## src/common/e1_perf_monitor_defines.svh

```systemverilog
// Register indices, field positions and bus codes of the monitor/test register slice
`ifndef E1_PERF_MONITOR_DEFINES_SVH
`define E1_PERF_MONITOR_DEFINES_SVH
`define IDX_IRQ_EN0     10'h0c3
`define IDX_IRQ_EN1     10'h0c4
`define IDX_FLAGS0      10'h0c5
`define IDX_FLAGS1      10'h0c6
`define IDX_TEST_CFG    10'h0c7
`define IDX_ACC_STATUS  10'h0c8
`define IDX_ACC_CTRL    10'h0c9
`define IDX_ACC_DATA    10'h0ca
`define IDX_MSB         11
`define IDX_LSB         2
`define BIT_PATTERN_ERR 7
`define BIT_TX_FAR_BLK  6
`define BIT_FAR_BLK     5
`define BIT_TX_CRC      4
`define BIT_ALIGN_CHG   3
`define BIT_OOF         2
`define BIT_FRAME_ERR   1
`define BIT_CRC_ERR     0
`define BIT_LCV         0
`define BIT_START       0
`define BIT_DIR         1
`define MODE_LSB        2
`define MODE_MSB        3
`define BIT_BUSY        0
`define BIT_RNW         7
`define ADDR_MSB        6
`define BYTE_MSB        7
`define BYTE_ZERO       8'h00
`define MODE_RESERVED   2'h3
`define MODE_UNFRAMED   2'h0
`define MODE_MSB7       2'h2
`define RESP_OKAY       2'h0
`define RESP_SLVERR     2'h2
`endif

```

## src/common/e1_perf_monitor_pkg.sv

```systemverilog
// Types shared by the monitor/test register slice
`default_nettype none
package e1_perf_monitor_pkg;
    typedef logic [7:0] byte_t;
    typedef logic [9:0] reg_index_t;
endpackage : e1_perf_monitor_pkg
`default_nettype wire

```

## src/rtl/e1_perf_monitor_prbs_txpayload_regs.sv

```systemverilog
// Register slice: overflow flags, interrupt, pattern test setup and indirect payload access
// Operation
// RL1 - Set flag bit 7 on pattern error, bit 6 on tx far-end block error overflow.
// RL2 - Set flag bit 5 on far-end block error, bit 4 on tx CRC error overflow.
// RL3 - Set flag bit 3 on alignment change, bit 2 on out-of-frame overflow.
// RL4 - Set flag bit 1 on frame error, bit 0 on CRC error overflow.
// RL5 - Second flag register bit 0 flags line code violation overflow; rest reserved.
// RL6 - Overflow flags stay set until software writes one to them.
// RL7 - Line violation flag drives low-active interrupt only when its enable is one.
// RL8 - Mode 00 takes all 32 timeslots, ignoring per-timeslot selection.
// RL9 - Mode 01 takes whole selected timeslots only.
// RL10 - Mode 10 takes seven MSBs of selected timeslots; 11 is reserved.
// RL11 - Direction 0 generates on transmit, checks receive; 1 is the reverse.
// RL12 - Pattern engine starts only on a 0-to-1 edge of the start bit.
// RL13 - Busy reads one during an indirect access; software waits for zero.
// RL14 - Control bit 7 picks indirect direction: 0 writes, 1 reads.
// RL15 - Software uses seven-bit addresses within the valid indirect ranges.
// RL16 - For a write, software loads data before writing the control register.
// RL17 - For a read, control written with bit 7 set; data register gets byte.
// RL18 - Each first-register flag interrupts only when its same-position enable is one.
// RL19 - Control write launches access and sets busy; busy clears at completion.
// RL20 - Writing zero leaves flags unchanged; reserved bits read zero, ignore writes.
//
// The AXI4-Lite slave port was decided locally.
`default_nettype none
`include "e1_perf_monitor_defines.svh"
module e1_perf_monitor_prbs_txpayload_regs
    import e1_perf_monitor_pkg::*;
(
    // Clock and reset
    input  wire logic        aclk,
    input  wire logic        aresetn,
    // AXI4-Lite slave
    input  wire logic [11:0] awaddr,
    input  wire logic        awvalid,
    output logic             awready,
    input  wire logic [31:0] wdata,
    input  wire logic [3:0]  wstrb,
    input  wire logic        wvalid,
    output logic             wready,
    output logic [1:0]       bresp,
    output logic             bvalid,
    input  wire logic        bready,
    input  wire logic [11:0] araddr,
    input  wire logic        arvalid,
    output logic             arready,
    output logic [31:0]      rdata,
    output logic [1:0]       rresp,
    output logic             rvalid,
    input  wire logic        rready,
    // Counter overflow events
    input  wire logic [7:0]  ovf_event,
    input  wire logic        lcv_ovf_event,
    // Interrupt
    output logic             irq_n,
    // Pattern generator/detector control
    output logic [1:0]       pattern_test_mode,
    output logic             pattern_direction,
    output logic             pattern_start,
    output logic             all_timeslots,
    output logic             msb7_only,
    // Transmit payload control memory port
    output logic             ind_req,
    output logic             indirect_read_not_write,
    output logic [6:0]       ind_addr,
    output logic [7:0]       ind_wdata,
    input  wire logic        ind_ack,
    input  wire logic [7:0]  ind_rdata
);
    logic        aw_hold_q;
    logic [11:0] aw_addr_q;
    logic        w_hold_q;
    logic [31:0] w_data_q;
    logic [3:0]  w_strb_q;
    logic        bvalid_q;
    logic [1:0]  bresp_q;
    logic        rvalid_q;
    logic [31:0] rdata_q;
    logic [1:0]  rresp_q;
    byte_t       irq_en0_q;
    logic        lcv_irq_en_q;
    byte_t       flags0_q;
    logic        lcv_flag_q;
    logic [1:0]  mode_q;
    logic        dir_q;
    logic        start_q;
    logic        start_prev_q;
    logic        all_ts_q;
    logic        msb7_q;
    byte_t       ctrl_q;
    byte_t       data_q;
    logic        busy_q;
    logic        irq_n_q;

    logic        aw_fire;
    logic        w_fire;
    logic        wr_commit;
    logic [11:0] wr_addr;
    logic [31:0] wr_data;
    logic [3:0]  wr_strb;
    reg_index_t  wr_idx;
    reg_index_t  rd_idx;
    logic        wr_en;
    byte_t       wr_byte;
    byte_t       clr0;
    logic        clr1;
    logic        ctrl_wr;
    logic        wr_mapped;
    logic        rd_mapped;
    byte_t       rd_byte;

    // Write channel: address and data accepted in either order
    assign awready   = !aw_hold_q && !bvalid_q;
    assign wready    = !w_hold_q && !bvalid_q;
    assign aw_fire   = awvalid && awready;
    assign w_fire    = wvalid && wready;
    assign wr_commit = (aw_hold_q || aw_fire) && (w_hold_q || w_fire) && !bvalid_q;
    assign wr_addr   = aw_hold_q ? aw_addr_q : awaddr;
    assign wr_data   = w_hold_q ? w_data_q : wdata;
    assign wr_strb   = w_hold_q ? w_strb_q : wstrb;
    assign wr_idx    = wr_addr[`IDX_MSB:`IDX_LSB];
    assign wr_byte   = wr_data[`BYTE_MSB:0];
    assign wr_en     = wr_commit && wr_strb[0];

    always_comb begin
        case (wr_idx)
            `IDX_IRQ_EN0, `IDX_IRQ_EN1, `IDX_FLAGS0, `IDX_FLAGS1,
            `IDX_TEST_CFG, `IDX_ACC_STATUS, `IDX_ACC_CTRL,
            `IDX_ACC_DATA: wr_mapped = 1'b1;
            default:       wr_mapped = 1'b0;
        endcase
    end

    always_ff @(posedge aclk) begin
        if (!aresetn) begin
            aw_hold_q <= 1'b0;
            aw_addr_q <= 12'h000;
        end else if (wr_commit) begin
            aw_hold_q <= 1'b0;
        end else if (aw_fire) begin
            aw_hold_q <= 1'b1;
            aw_addr_q <= awaddr;
        end
    end

    always_ff @(posedge aclk) begin
        if (!aresetn) begin
            w_hold_q <= 1'b0;
            w_data_q <= 32'h0000_0000;
            w_strb_q <= 4'h0;
        end else if (wr_commit) begin
            w_hold_q <= 1'b0;
        end else if (w_fire) begin
            w_hold_q <= 1'b1;
            w_data_q <= wdata;
            w_strb_q <= wstrb;
        end
    end

    always_ff @(posedge aclk) begin
        if (!aresetn) begin
            bvalid_q <= 1'b0;
            bresp_q  <= `RESP_OKAY;
        end else if (wr_commit) begin
            bvalid_q <= 1'b1;
            bresp_q  <= wr_mapped ? `RESP_OKAY : `RESP_SLVERR;
        end else if (bready) begin
            bvalid_q <= 1'b0;
        end
    end

    assign bvalid = bvalid_q;
    assign bresp  = bresp_q;

    // Read channel: data one cycle after the address, no read side effects
    assign arready = !rvalid_q;
    assign rd_idx  = araddr[`IDX_MSB:`IDX_LSB];

    always_comb begin
        rd_mapped = 1'b1;
        rd_byte   = `BYTE_ZERO;
        case (rd_idx)
            `IDX_IRQ_EN0:    rd_byte = irq_en0_q;
            `IDX_IRQ_EN1:    rd_byte[`BIT_LCV] = lcv_irq_en_q;
            `IDX_FLAGS0:     rd_byte = flags0_q;
            `IDX_FLAGS1:     rd_byte[`BIT_LCV] = lcv_flag_q; // RL20
            `IDX_TEST_CFG:   rd_byte = {4'h0, mode_q, dir_q, start_q};
            `IDX_ACC_STATUS: rd_byte[`BIT_BUSY] = busy_q; // RL13
            `IDX_ACC_CTRL:   rd_byte = ctrl_q;
            `IDX_ACC_DATA:   rd_byte = data_q;
            default:         rd_mapped = 1'b0;
        endcase
    end

    always_ff @(posedge aclk) begin
        if (!aresetn) begin
            rvalid_q <= 1'b0;
            rdata_q  <= 32'h0000_0000;
            rresp_q  <= `RESP_OKAY;
        end else if (arvalid && arready) begin
            rvalid_q <= 1'b1;
            rdata_q  <= {24'h00_0000, rd_byte};
            rresp_q  <= rd_mapped ? `RESP_OKAY : `RESP_SLVERR;
        end else if (rready) begin
            rvalid_q <= 1'b0;
        end
    end

    assign rvalid = rvalid_q;
    assign rdata  = rdata_q;
    assign rresp  = rresp_q;

    // Interrupt enables
    always_ff @(posedge aclk) begin
        if (!aresetn) begin
            irq_en0_q    <= `BYTE_ZERO;
            lcv_irq_en_q <= 1'b0;
        end else if (wr_en && wr_idx == `IDX_IRQ_EN0) begin
            irq_en0_q <= wr_byte;
        end else if (wr_en && wr_idx == `IDX_IRQ_EN1) begin
            lcv_irq_en_q <= wr_byte[`BIT_LCV];
        end
    end

    // Sticky overflow flags, write one to clear, a new event wins
    assign clr0 = (wr_en && wr_idx == `IDX_FLAGS0) ? wr_byte : `BYTE_ZERO;
    assign clr1 = wr_en && wr_idx == `IDX_FLAGS1 && wr_byte[`BIT_LCV];

    always_ff @(posedge aclk) begin
        if (!aresetn) begin
            flags0_q   <= `BYTE_ZERO;
            lcv_flag_q <= 1'b0;
        end else begin
            flags0_q   <= ovf_event | (flags0_q & ~clr0); // RL1 RL2 RL3 RL4 RL6 RL20
            lcv_flag_q <= lcv_ovf_event | (lcv_flag_q & !clr1); // RL5 RL6
        end
    end

    // Low-active interrupt from enabled flags
    always_ff @(posedge aclk) begin
        if (!aresetn) begin
            irq_n_q <= 1'b1;
        end else begin
            irq_n_q <= !(|(flags0_q & irq_en0_q) || (lcv_flag_q && lcv_irq_en_q)); // RL7 RL18
        end
    end

    assign irq_n = irq_n_q;

    // Pattern test configuration; a reserved mode write keeps the old mode
    always_ff @(posedge aclk) begin
        if (!aresetn) begin
            mode_q  <= `MODE_UNFRAMED;
            all_ts_q <= 1'b1;
            msb7_q  <= 1'b0;
            dir_q   <= 1'b0;
            start_q <= 1'b0;
        end else if (wr_en && wr_idx == `IDX_TEST_CFG) begin
            if (wr_byte[`MODE_MSB:`MODE_LSB] != `MODE_RESERVED) begin
                mode_q   <= wr_byte[`MODE_MSB:`MODE_LSB]; // RL10
                all_ts_q <= wr_byte[`MODE_MSB:`MODE_LSB] == `MODE_UNFRAMED; // RL8 RL9
                msb7_q   <= wr_byte[`MODE_MSB:`MODE_LSB] == `MODE_MSB7; // RL10
            end
            dir_q   <= wr_byte[`BIT_DIR]; // RL11
            start_q <= wr_byte[`BIT_START];
        end
    end

    always_ff @(posedge aclk) begin
        if (!aresetn) begin
            start_prev_q <= 1'b0;
        end else begin
            start_prev_q <= start_q;
        end
    end

    assign pattern_start     = start_q && !start_prev_q; // RL12
    assign pattern_test_mode = mode_q;
    assign pattern_direction = dir_q; // RL11
    assign all_timeslots     = all_ts_q; // RL8 RL9
    assign msb7_only         = msb7_q; // RL10

    // Indirect access to the transmit payload control memory
    assign ctrl_wr = wr_en && wr_idx == `IDX_ACC_CTRL && !busy_q;

    always_ff @(posedge aclk) begin
        if (!aresetn) begin
            ctrl_q <= `BYTE_ZERO;
            busy_q <= 1'b0;
        end else if (ctrl_wr) begin
            ctrl_q <= wr_byte; // RL14
            busy_q <= 1'b1; // RL19
        end else if (busy_q && ind_ack) begin
            busy_q <= 1'b0; // RL13 RL19
        end
    end

    always_ff @(posedge aclk) begin
        if (!aresetn) begin
            data_q <= `BYTE_ZERO;
        end else if (busy_q && ind_ack && ctrl_q[`BIT_RNW]) begin
            data_q <= ind_rdata; // RL17
        end else if (wr_en && wr_idx == `IDX_ACC_DATA && !busy_q) begin
            data_q <= wr_byte; // RL16
        end
    end

    assign ind_req                 = busy_q;
    assign indirect_read_not_write = ctrl_q[`BIT_RNW]; // RL14
    assign ind_addr                = ctrl_q[`ADDR_MSB:0]; // RL15
    assign ind_wdata               = data_q;
endmodule : e1_perf_monitor_prbs_txpayload_regs
`default_nettype wire

```

## config.mk

```make
export PLATFORM = sky130hd
export DESIGN_NAME = e1_perf_monitor_prbs_txpayload_regs
export DESIGN_NICKNAME = d
export VERILOG_FILES = /design/src/common/e1_perf_monitor_pkg.sv /design/src/rtl/e1_perf_monitor_prbs_txpayload_regs.sv
export VERILOG_INCLUDE_DIRS = /design/src /design/src/common
export SDC_FILE = /design/constraint.sdc
export NUM_CORES = 1
export LEC_CHECK = 0
export ABC_AREA = 1
export BUFFER_PORTS_ARGS = -buffer_cell sky130_fd_sc_hd__buf_2
export CELL_PAD_IN_SITES_DETAIL_PLACEMENT = 0
export CELL_PAD_IN_SITES_GLOBAL_PLACEMENT = 1
export CORE_MARGIN = 2
export CORE_UTILIZATION = 31
export CTS_CLUSTER_DIAMETER = 200
export DETAILED_ROUTE_END_ITERATION = 7
export GPL_ROUTABILITY_DRIVEN = 0
export PLACE_DENSITY = 0.84
export SLEW_MARGIN = 20
export SYNTH_ARGS = -nofsm -noshare
export SYNTH_HDL_FRONTEND = slang
export SYNTH_SLANG_ARGS = --single-unit
```

## constraint.sdc

```tcl
create_clock -name aclk -period 1.35 [get_ports aclk]
set_input_delay 0.0675 -clock aclk [delete_from_list [all_inputs] [get_ports aclk]]
set_output_delay 0.0675 -clock aclk [all_outputs]
set_load 0.01 [all_outputs]
```

Word-level counts from Yosys, hierarchy flattened
Cells that the tools add are included.
{ "word_totals": {"ff_bits": 80, "latchBits": 0, "ramBits": 0, "romBits": 0, "in_bits": 85, "out_inout_bits": 65, "elab_cells": 115, "mem_count": 0} }
{ "op_classes": {"addsub": 0, "mul": 0, "div": 0, "n_lt_le_gt_ge": 0, "eq_ne": 18, "n_shift": 0, "muxes": 18, "bitwise_logic": 9, "n_reduce_logical": 46} }
{ "ops": {"columns": ["cell", "n"], "rows": [
  ["10-bit by 8-bit == test with 1-bit output (second input constant)", 16],
  ["7-bit one-hot mux with 5 select lines", 1],
  ["8-bit two-way mux", 4],
  ["8-bit OR reduction", 3],
  ["1-bit logical AND", 22],
  ["8-bit bitwise AND", 2],
  ["12-bit two-way mux", 1],
  ["1-bit two-way mux", 9],
  ["1-bit logical NOT", 8],
  ["8-bit inverter", 1],
  ["8-bit bitwise OR", 1],
  ["1-bit one-hot mux with 8 select lines", 1],
  ["2-bit AND reduction", 4],
  ["2-bit nonzero test", 4],
  ["2-bit two-way mux", 2],
  ["1-bit logical OR", 3],
  ["1-bit inverter", 3],
  ["2-bit == test (second input constant)", 1],
  ["2-bit logical NOT", 1],
  ["2-bit != test (second input constant)", 1],
  ["2-bit OR reduction", 1],
  ["1-bit bitwise AND", 1],
  ["1-bit bitwise OR", 1]
]} }

Depth between registers and ports, before layout
Gate-level depths: netlist of run 1.
{ "depth": {"ltp_word": 12, "depth_mapped": 11} }

Worst setup path before layout of run 1
Ideal clock, no wire load.
{ "synth_timing": {"path_type": "flip-flop to flip-flop", "from": "register busy_q (netlist: ind_req)", "to": "register data_q[6] (netlist: ind_wdata[6])", "setup_time_ps": 132, "arrival_ps": 1336, "required_time_ps": 1218, "path_slack_ps": -119, "path_stages_with_launch": 6, "n_path_buf": 1, "synth_period_minus_slack_ps": 1469, "path_cell_list": "dfxtp_1 nand3_2 buf_2 mux2_2 nand2_1 a21oi_1"} }
{ "synth_between": {"elab_chain_cells": 3} }
{ "synth_rtl": {"columns": ["item", "line_no", "source"], "rows": [
  ["start, declared", "e1_perf_monitor_prbs_txpayload_regs.sv:92", "logic busy_q;"],
  ["start signal, assigned", "e1_perf_monitor_prbs_txpayload_regs.sv:289", "busy_q <= 1'b0;"],
  ["start signal, assigned", "e1_perf_monitor_prbs_txpayload_regs.sv:292", "busy_q <= 1'b1;"],
  ["start signal, assigned", "e1_perf_monitor_prbs_txpayload_regs.sv:294", "busy_q <= 1'b0;"],
  ["1-bit logical AND / 1-bit logical NOT (equally long branches)", "e1_perf_monitor_prbs_txpayload_regs.sv:301, e1_perf_monitor_prbs_txpayload_regs.sv:303", null],
  ["1-bit logical AND (on tied branches)", "e1_perf_monitor_prbs_txpayload_regs.sv:301, e1_perf_monitor_prbs_txpayload_regs.sv:303", null],
  ["8-bit two-way mux / 2-bit nonzero test (equally long branches)", null, null],
  ["end signal, assigned", "e1_perf_monitor_prbs_txpayload_regs.sv:300", "data_q <= `BYTE_ZERO;"],
  ["end signal, assigned", "e1_perf_monitor_prbs_txpayload_regs.sv:302", "data_q <= ind_rdata;"],
  ["end signal, assigned", "e1_perf_monitor_prbs_txpayload_regs.sv:304", "data_q <= wr_byte;"],
  ["end, declared", "e1_perf_monitor_prbs_txpayload_regs.sv:91", "byte_t data_q;"]
]} }
Parallel ways exist; a longest one is shown, timed or not.
A chain may end at the register's enable or synchronous reset.

Worst setup path in the final report of run 1
{ "layout_timing": {"from": "register aw_hold_q", "to": "register data_q[4] (netlist: ind_wdata[4])"} }
{ "layout_between": {"elab_chain_cells": 10} }
{ "layout_rtl": {"columns": ["item", "line_no", "source"], "rows": [
  ["start, declared", "e1_perf_monitor_prbs_txpayload_regs.sv:70", "logic aw_hold_q;"],
  ["start signal, assigned", "e1_perf_monitor_prbs_txpayload_regs.sv:136", "aw_hold_q <= 1'b0;"],
  ["start signal, assigned", "e1_perf_monitor_prbs_txpayload_regs.sv:139", "aw_hold_q <= 1'b0;"],
  ["start signal, assigned", "e1_perf_monitor_prbs_txpayload_regs.sv:141", "aw_hold_q <= 1'b1;"],
  ["1-bit logical NOT", "e1_perf_monitor_prbs_txpayload_regs.sv:113", "assign awready = !aw_hold_q && !bvalid_q;"],
  ["1-bit logical AND", "e1_perf_monitor_prbs_txpayload_regs.sv:113", null],
  ["1-bit logical AND", "e1_perf_monitor_prbs_txpayload_regs.sv:115", "assign aw_fire = awvalid && awready;"],
  ["1-bit logical OR", "e1_perf_monitor_prbs_txpayload_regs.sv:117", "assign wr_commit = (aw_hold_q || aw_fire) && (w_hold_q || w_fire) && !bvalid_q;"],
  ["1-bit logical AND (2 in series)", "e1_perf_monitor_prbs_txpayload_regs.sv:117", null],
  ["1-bit logical AND", "e1_perf_monitor_prbs_txpayload_regs.sv:123", "assign wr_en = wr_commit && wr_strb[0];"],
  ["1-bit logical AND (no line) *", null, null],
  ["1-bit logical AND *", "e1_perf_monitor_prbs_txpayload_regs.sv:303", "end else if (wr_en && wr_idx == `IDX_ACC_DATA && !busy_q) begin"],
  ["2-bit nonzero test (no line) *", null, null]
]} }
Every way passes the cells marked *; elsewhere a longest branch is shown, timed or not.

==> qor.csv, run 1 <==
metric;value;unit
Vias;4287;
Fillers;1315;
fin cells;934;
yosys warns;0;
simple-gate area share of the yosys netlist;0.3520;
period utilization;1.138;
antenna violations before repair;0;
CP Launch Type;flop;
Tot GR Track Use;0.1712;
PwrDens;1052;mW/mm²
Post-synth EDFFs;0;
FF-to-FF End;ind_wdata[4];
FF+latch area;0.001531;mm²
largest family of logic cells by synthesized area;simple AND/OR/NAND/NOR gates;
core area;0.01272;mm²
largest net degree at the start of global routing;30;
final period demand of the worst path;1.536;ns
Worst R2R Start;aw_hold_q;
routed vias/inst;4.590;
CTS Buffer Depth;2;
CP max FO;8;
number of port buffers;92;
vias in the first global route;3843;
Nets;842;
register clock-pin slew on the reported worst setup and hold paths;0.06;ns
worst hold margin;-0.002288;ns
worst setup path class;flop to flop;
maximum clock frequency;651.1;MHz
area of the multi-input gates;0.002471;mm²
Arr. time, crit path;1.81;ns
total CTS buffers;9;
CTS tree;done;
CTS root buf;clkbuf_16;
first-pass GRT wire length;19.27;mm
FF-to-FF path depth;10;
unrepaired setup endpoints after global routing;yes;
Hold Path Class;input pin to flop;
Final Power;6.159;mW
ANT nets after route;0;
dpl ws;-0.2080;ns
R2R Setup Slk;-0.19;ns
multiplexer area fraction after synthesis;0.02217;
Critical Path RT;1.62;ns
failing checks;negative hold slack, negative setup slack;
unique cell type count in the Yosys netlist;36;
Die X-Extent;118.5;µm
wire per inst;13.25;µm
post-synthesis register bit count;76;
H-tree levels;3;
Setup violations, final;42;
Post-Syn Instances;592;
Final Hold Viols;1;
total gr overflow;0;
# diodes;0;
XOR/XNOR Fraction of Synth Area;0;
clock net sink count;76;
row count;41;
VDD IR max;617.0;µV
sequential fraction of the synthesis area;0.3745;
DP Area;0.004969;mm²
Die Y;118.5;µm
share of flip-flops with an asynchronous set or reset;0;
Post-DP HPWL;9.058;mm
WHS Path Cells;3;
max_cap viols;0;
placed cell count;891;
fraction of layout cells with a size suffix above 1;0.3556;
crit end category;flop;
Mapped Area;0.004063;mm²
DRC Markers;0;
Hold Crit Start;wdata[3];
syn avg cell area;6.863;µm²
final wirelength;12.37;mm
Die Area;0.01404;mm²
Worst-Skew Late Latency;0.34;ns
drt initial violations;256;
Synth Area in Compound Gates;0.1380;
Final Skew;0.007815;ns
main flop type after synthesis;dfxtp_1;
io pins;150;
post-route cell area;0.005856;mm²
status;finished with violations;
Synth Area in Adders;0;
final worst setup slack;-0.1859;ns
area grow syn2layout;44.13;%
Slew Limit Fails;0;
Hold Path End;w_data_q[3];
initial core utilization;0.3193;
TritonRoute pass-1 iters;4;
Lkg Pwr;2.634;nW
[power by group]
group	switching, mW	total (mW)	internal [mW]
combinational	0.762	1.33	0.566
sequential	0.0813	2.45	2.37
clock	0.957	2.38	1.43
total	1.80	6.16	4.36
[worst max-delay path, cell delays in order (launching register included)]
cell and delay, ns:
dfxtp_4 0.37, buf_6 0.14, nand2_4 0.07, o21ai_4 0.07, nor2_2 0.17, nand2_4 0.10
nor2_4 0.14, nand2_4 0.09, nand2_4 0.11, nand2_1 0.09, a21oi_2 0.13
[layout make-up]
cell class	instances	area share
timing repair inverter	1	0.001282
sequential	76	0.2615
clock inverter	6	0.01111
timing repair buffer	171	0.1976
inverter	45	0.03056
multi-input combinational	453	0.4220
tap	172	0.03675
clock buffer	10	0.03910
[per-layer routing]
layer / wire length (µm) / track usage / vias up
met5: 0 / 0 / -
met4: 189 / 0.03943 / 0
met3: 730 / 0.04247 / 14
met2: 5655 / 0.2681 / 128
met1: 5797 / 0.2370 / 1917
li1: - / - / 2228
[worst max path at each step]
| stage | start | endpoint | slack, ns | depth (start not counted) |
|---|---|---|---|---|
| after global routing | aw_hold_q | ind_wdata[4] | -0.28 | 10 |
| after global placement | aw_hold_q | ind_wdata[0] | -0.21 | 10 |
| after CTS | aw_hold_q | flags0_q[4] | -0.16 | 9 |
| final | aw_hold_q | ind_wdata[4] | -0.19 | 10 |
| after floorplan | aw_hold_q | irq_en0_q[7] | -0.05 | 11 |
| after detailed placement | aw_hold_q | irq_en0_q[7] | -0.21 | 9 |
[kinds of logic (layout without fill, tap and decap cells)]
logic type             Yosys count  count (layout)
AO/OA/AOI/OAI                  103             103
buffers and inverters           89             233
flip-flops                      76              76
multiplexers                     8               8
other                            1              26
AND/OR/NAND/NOR                315             316
[state kept, by name, summed over array words and instances (netlist names), 2 cells and up]
signal / flops
w_data_q: 8
irq_en0_q: 8
rdata: 8
aw_addr_q: 10
ctrl_q: 8
pattern_test_mode: 2
flags0_q: 8
ind_wdata: 8
[cell usage in the layout, fill, tap and decap left out, drive strengths merged]
| master | n |
|---|---|
| dlygate4sd3 | 20 |
| dfxtp | 76 |
| clkbuf | 10 |
| buf | 151 |
| a21oi | 47 |
| clkinv | 1 |
| mux2 | 8 |
| o21a | 7 |
| nand3 | 41 |
| and2 | 1 |
| a221oi | 2 |
| nand4 | 23 |
| or2 | 7 |
| inv | 45 |
| conb | 26 |
| clkinvlp | 5 |
| a31oi | 1 |
| bufinv | 1 |
| nor3 | 9 |
| nor2 | 115 |
| a22o | 1 |
| nand2 | 120 |
| o21ai | 45 |
[what timing repair did]
item                       4_1_cts  5_1_grt
gates resized for setup         34       65
gates cloned                     0        2
hold buffers                    20        0
pin swaps                       15       30
setup buffers                    3        2
setup endpoints to repair       59       60
hold endpoints to repair        19        0
[through the flow]
stage	TNS, ns	util
floorplan	-0.3154	-
global placement	-6.219	0.3905
detailed placement	-7.021	0.3905
CTS	-4.599	0.4409
global route	-9.030	0.4603
finish	-4.999	0.4603
[synth_stat cells, types with 3 or more instances]
| cell | instances | area, µm² |
|---|---|---|
| nand2_1 | 111 | 416.7 |
| nor2_1 | 107 | 401.6 |
| dfxtp_1 | 76 | 1521 |
| a21oi_1 | 46 | 230.2 |
| inv_1 | 39 | 146.4 |
| nand3_1 | 39 | 195.2 |
| o21ai_0 | 36 | 180.2 |
| buf_4 | 27 | 202.7 |
| nand4_1 | 22 | 137.6 |
| clkbuf_1 | 9 | 33.78 |
| nor3_1 | 9 | 45.04 |
| mux2_2 | 8 | 90.09 |
| o21a_1 | 7 | 52.55 |
| or2_2 | 7 | 43.79 |
| nand2_2 | 6 | 37.54 |
| o21ai_1 | 6 | 30.03 |
| inv_2 | 5 | 18.77 |
| buf_2 | 4 | 20.02 |
| nor2_4 | 4 | 45.04 |
| nor2_2 | 3 | 18.77 |
| o21ai_2 | 3 | 26.28 |
(Power assumes the default switching activity.)
==> inputs of run 2 (changes only) <==
PLACE_DENSITY = unset   (was 0.84)
PLACE_DENSITY_LB_ADDON = 0.1   (was unset)
==> run 2 against run 1 <==
Against the previous run:
- critical endpoint is now irq_en0_q[3]
- register-to-register slack barely moved
- highest routed layer unchanged
- clock-buffer cell count rose by 3
- largest cell class unchanged
- core utilization fell by 1.2 points
- sequential cell count did not move
- setup slack improved by 0.013 ns
- critical path depth rose by 1
- fmax rose by 0.84%
- final area fell by 2.6%
- the run still ends with negative hold slack, negative setup slack left
- non-clock buffer count rose by 2
- wire length rose by 4.9%
==> qor.csv, run 2 (synthesis gave the netlist of run 1 again) <==
metric;value;unit
status;finished with violations;
failing checks;negative hold slack, negative setup slack;
WHS Path Cells;3;
Final Hold Viols;1;
Setup violations, final;42;
FF-to-FF End;irq_en0_q[3];
Hold Path Class;input pin to flop;
worst setup path class;flop to flop;
area of the multi-input gates;0.002354;mm²
cell mode on critical path;nand2_1;
switch share;0.2875;
Lkg Pwr;2.605;nW
first-pass GRT wire length;20.76;mm
H-tree levels;3;
worst hold margin;-0.002094;ns
final wirelength;12.97;mm
final period demand of the worst path;1.523;ns
wire per inst;13.91;µm
core area;0.01272;mm²
number of port buffers;92;
Arr. time, crit path;1.77;ns
total gr overflow;0;
CTS root buf;clkbuf_16;
initial core utilization;0.3193;
Slew Limit Fails;0;
Worst path max stage delay;0.36;ns
dpl ws;-0.3200;ns
Worst-Skew Late Latency;0.34;ns
CTS tree;done;
routed vias/inst;4.617;
R2R Setup Slk;-0.17;ns
Tot GR Track Use;0.1874;
io pins;150;
register clock-pin slew on the reported worst setup and hold paths;0.06;ns
VDD IR max;581.5;µV
period utilization;1.128;
Post-DP HPWL;10.06;mm
total CTS buffers;9;
leading cell type in the layout, fill and taps excluded;nor2_1;
crit end category;flop;
Hold Crit Start;wdata[5];
unrepaired setup endpoints after global routing;yes;
Nets;843;
Die Y;118.5;µm
Vias;4308;
Comb pwr share;0.216;
Internal Power;4.311;mW
row count;41;
Worst R2R Start;aw_hold_q;
most frequent cells in the layout;nor2_1, nand2_1, buf_2, dfxtp_1, buf_4;
maximum clock frequency;656.6;MHz
critical-path cell list;inv_4, nand2_1, nand2_2, inv_2, nor2_2, nand4_2, nor2_4, buf_12, nand2_1, nand2_1, nor2_1;
largest net degree at the start of global routing;29;
Fillers;1404;
vias in the first global route;4108;
antenna violations before repair;0;
ANT nets after route;0;
CP max FO;16;
CTS Buffer Depth;2;
TritonRoute pass-1 iters;4;
PwrDens;1061;mW/mm²
DP Area;0.004989;mm²
Critical Path RT;1.59;ns
Worst path slowest cell;dfxtp_4;
Die Area;0.01404;mm²
DRC Markers;0;
placed cell count;892;
FF+latch area;0.001531;mm²
drt initial violations;219;
sequential fraction of design power;0.403;
number of flip-flops under the largest register name;10;
FF-to-FF path depth;11;
final worst setup slack;-0.1731;ns
Hold Path End;w_data_q[5];
max_cap viols;0;
largest reg by FF count;aw_addr_q;
area grow syn2layout;40.34;%
fin cells;933;
net switching power;1.740;mW
CP Launch Type;flop;
fraction of layout cells with a size suffix above 1;0.3285;
# diodes;0;
Die X-Extent;118.5;µm
Final Skew;0.006401;ns
clock net sink count;76;
Clk network pwr share;0.381;
post-route cell area;0.005702;mm²
==> run 2: power groups by stage <==
stage | Sequential, mW | Combinational (mW) | Clock [mW]
global placement | 2.48 | 1.13 | 0
floorplan | 2.48 | 0.694 | 0
CTS | 2.44 | 1.27 | 2.37
global route | 2.46 | 1.44 | 2.47
detailed placement | 2.48 | 1.14 | 0
finish | 2.44 | 1.31 | 2.30
==> run 2: stage by stage <==
step                utilization  total power [mW]  setup TNS [ns]
CTS                      0.4435             6.077          -5.421
global placement         0.3921             3.611          -6.344
global route             0.4482             6.363          -8.884
floorplan                     -             3.169         -0.3154
finish                   0.4482             6.051          -4.476
detailed placement       0.3921             3.618          -7.388
==> run 2: what timing repair did <==
action                     CTS  global route
hold endpoints to repair    20             0
cloned                       1             0
setup endpoints to repair   60            61
setup buffers                6             0
hold buffers                20             0
resized for setup           40            21
pin swaps                   22             5
==> run 2: layout make-up <==
class,count,share of cell area
Tap cell,172,0.03774
Clock buffer,13,0.04740
Sequential cell,76,0.2686
Multi-Input combinational cell,453,0.4128
Inverter,45,0.03116
Timing Repair Buffer,173,0.2010
Clock inverter,1,0.001317
==> run 2: how the worst max path moves through the flow <==
stage                    from      endpoint  slack [ns]  cells after the start
CTS                 aw_hold_q  ind_wdata[6]       -0.16                     10
floorplan           aw_hold_q  irq_en0_q[7]       -0.05                     11
global route        aw_hold_q  ind_wdata[6]       -0.27                      9
finish              aw_hold_q  irq_en0_q[3]       -0.17                     11
detailed placement  aw_hold_q       start_q       -0.32                      7
global placement    aw_hold_q       start_q       -0.32                      7
==> run 2: per-layer routing <==
metal,GRT usage,vias up,share of wire
met5,0,-,0
met4,0.06176,0,0.011
met3,0.04006,10,0.049
met2,0.2908,117,0.44
met1,0.2580,1952,0.50
li1,-,2229,-
==> run 2: critical path, delay by kind of cell, from the launching register on <==
kind | cells | cell delay [ns]
buffers and inverters | 3 | 0.32
flip-flops | 1 | 0.36
AND/OR/NAND/NOR | 8 | 0.75
==> inputs of run 3 (changes only) <==
CORE_UTILIZATION = 37   (was 31)
clock period = 1.98 ns   (was 1.35 ns; I/O delays follow)
==> run 3 against run 2 <==
Against the previous run:
- the run now ends clean
- setup slack better by 0.47 ns
- via count is 4.2% lower
- die area fell by 16%
- critical path depth shrank 2
- final area decreased by 14%
- core utilization rose by 0.38 points
- global-route usage grew 1.5 points
==> qor.csv, run 3 (synthesis gave the netlist of run 1 again) <==
metric;value;unit
status;complete, no violations;
area grow syn2layout;20.08;%
Fillers;1163;
io pins;150;
Setup violations, final;0;
Hold Path Class;input pin to flop;
max_cap viols;0;
Post-DP HPWL;8.934;mm
PwrDens;689.2;mW/mm²
Fin Setup TNS;0;ns
post-cts sizing count;0;
crit end category;flop;
CTS tree;done;
Tot GR Track Use;0.2024;
TritonRoute pass-1 iters;4;
row count;38;
final period demand of the worst path;1.680;ns
cell mode on critical path;nand2_1;
Comb pwr share;0.197;
unrepaired setup endpoints after global routing;no;
Final Hold Viols;0;
routed vias/inst;4.889;
net switching power;1.042;mW
H-tree levels;3;
sequential fraction of design power;0.493;
# diodes;0;
CP max FO;16;
final wirelength;11.73;mm
Die X-Extent;108.8;µm
total gr overflow;0;
Slew Limit Fails;0;
total CTS buffers;9;
largest net degree at the start of global routing;27;
fraction of layout cells with a size suffix above 1;0.2287;
Die Y;108.8;µm
Hold-fix buffers, CTS;12;
initial core utilization;0.3764;
switch share;0.3098;
Internal Power;2.321;mW
CTS root buf;clkbuf_8;
WHS Path Cells;3;
drt initial violations;227;
critical-path cell list;buf_4, nand2_1, o21ai_1, nor2_1, nand4_2, nor2_4, nand2_1, nand2_1, nor2_1;
Setup Buffers After CTS;0;
Lkg Pwr;2.209;nW
antenna violations before repair;0;
clock net sink count;76;
Die Area;0.01183;mm²
Vias;4126;
largest reg by FF count;aw_addr_q;
post-route cell area;0.004878;mm²
core area;0.01079;mm²
period utilization;0.8484;
VDD IR max;269.6;µV
Final Skew;0.006642;ns
DRC Markers;0;
wire per inst;13.89;µm
final core occ;0.4520;
maximum clock frequency;595.3;MHz
number of port buffers;92;
first-pass GRT wire length;18.45;mm
Clk network pwr share;0.311;
leading cell type in the layout, fill and taps excluded;nand2_1;
vias in the first global route;3797;
ANT nets after route;0;
R2R Setup Slk;0.30;ns
number of flip-flops under the largest register name;10;
Arr. time, crit path;1.93;ns
Worst path max stage delay;0.34;ns
CP Launch Type;flop;
register clock-pin slew on the reported worst setup and hold paths;0.08;ns
most frequent cells in the layout;nand2_1, nor2_1, buf_2, dfxtp_1, a21oi_1;
Critical Path RT;2.23;ns
CTS Buffer Depth;2;
FF-to-FF path depth;9;
DP Area;0.004602;mm²
Worst-Skew Late Latency;0.35;ns
Worst path slowest cell;nor2_4;
worst setup path class;flop to flop;
worst hold margin;0.008768;ns
Nets;786;
Final Power;3.362;mW
-- run 3: changes by cell type in the layout (fill, tap and decap cells not counted), moves of 5 or more --
cell and delta:
clkbuf_16 -9, nor2_1 +6, nor2_2 -5, o21ai_1 -8, o21ai_0 +15, nand2_4 -5, buf_4 -43, clkbuf_8 +7
nand2_1 +11, nand2_2 -7, dlygate4sd3_1 -8
-- run 3: final timing paths --
| check | start | endpoint |
|---|---|---|
| min | wdata[4] | w_data_q[4] |
| max | aw_hold_q | irq_en0_q[3] |
| min reg2reg | bresp[1] | bresp[1] |
| max reg2reg | aw_hold_q | irq_en0_q[3] |
-- run 3: cell type report --
class	count	area [µm²]	share of cell area
tap	140	175.2	0.03591
sequential	76	1521	0.3119
clock buffer	11	141.4	0.02898
timing repair buffer	117	678.2	0.1390
multi-input combinational	452	2178	0.4465
inverter	45	168.9	0.03462
clock inverter	3	15.01	0.003078
-- run 3: power by group through the flow --
| stage | Sequential (mW) | Clock, mW | Combinational [mW] |
|---|---|---|---|
| 4_1_cts | 1.66 | 1.08 | 0.662 |
| 3_5_place_dp | 1.69 | 0 | 0.641 |
| 2_1_floorplan | 1.69 | 0 | 0.465 |
| 5_1_grt | 1.67 | 1.14 | 0.748 |
| 3_3_place_gp | 1.69 | 0 | 0.635 |
| 6_report | 1.66 | 1.05 | 0.661 |
-- run 3: metrics by stage --
stage | std cells | worst slack [ns]
floorplan | 617 | 0.5115
global placement | 818 | 0.3387
detailed placement | 818 | 0.3147
CTS | 844 | 0.2854
global route | 844 | 0.1036
finish | 844 | 0.3003
-- run 3: per-layer routing --
metal  track usage  part of all wire
met1        0.2888              0.49
met2        0.3085              0.43
met3       0.03945             0.067
met4       0.05952             0.013
met5             0                 0
-- run 3: critical path: cells and delay by family, from the launching register on --
| family | cells | cell delay (ns) |
|---|---|---|
| flip-flops | 1 | 0.32 |
| AO/OA/AOI/OAI | 1 | 0.09 |
| AND/OR/NAND/NOR | 7 | 0.98 |
| buffers and inverters | 1 | 0.17 |
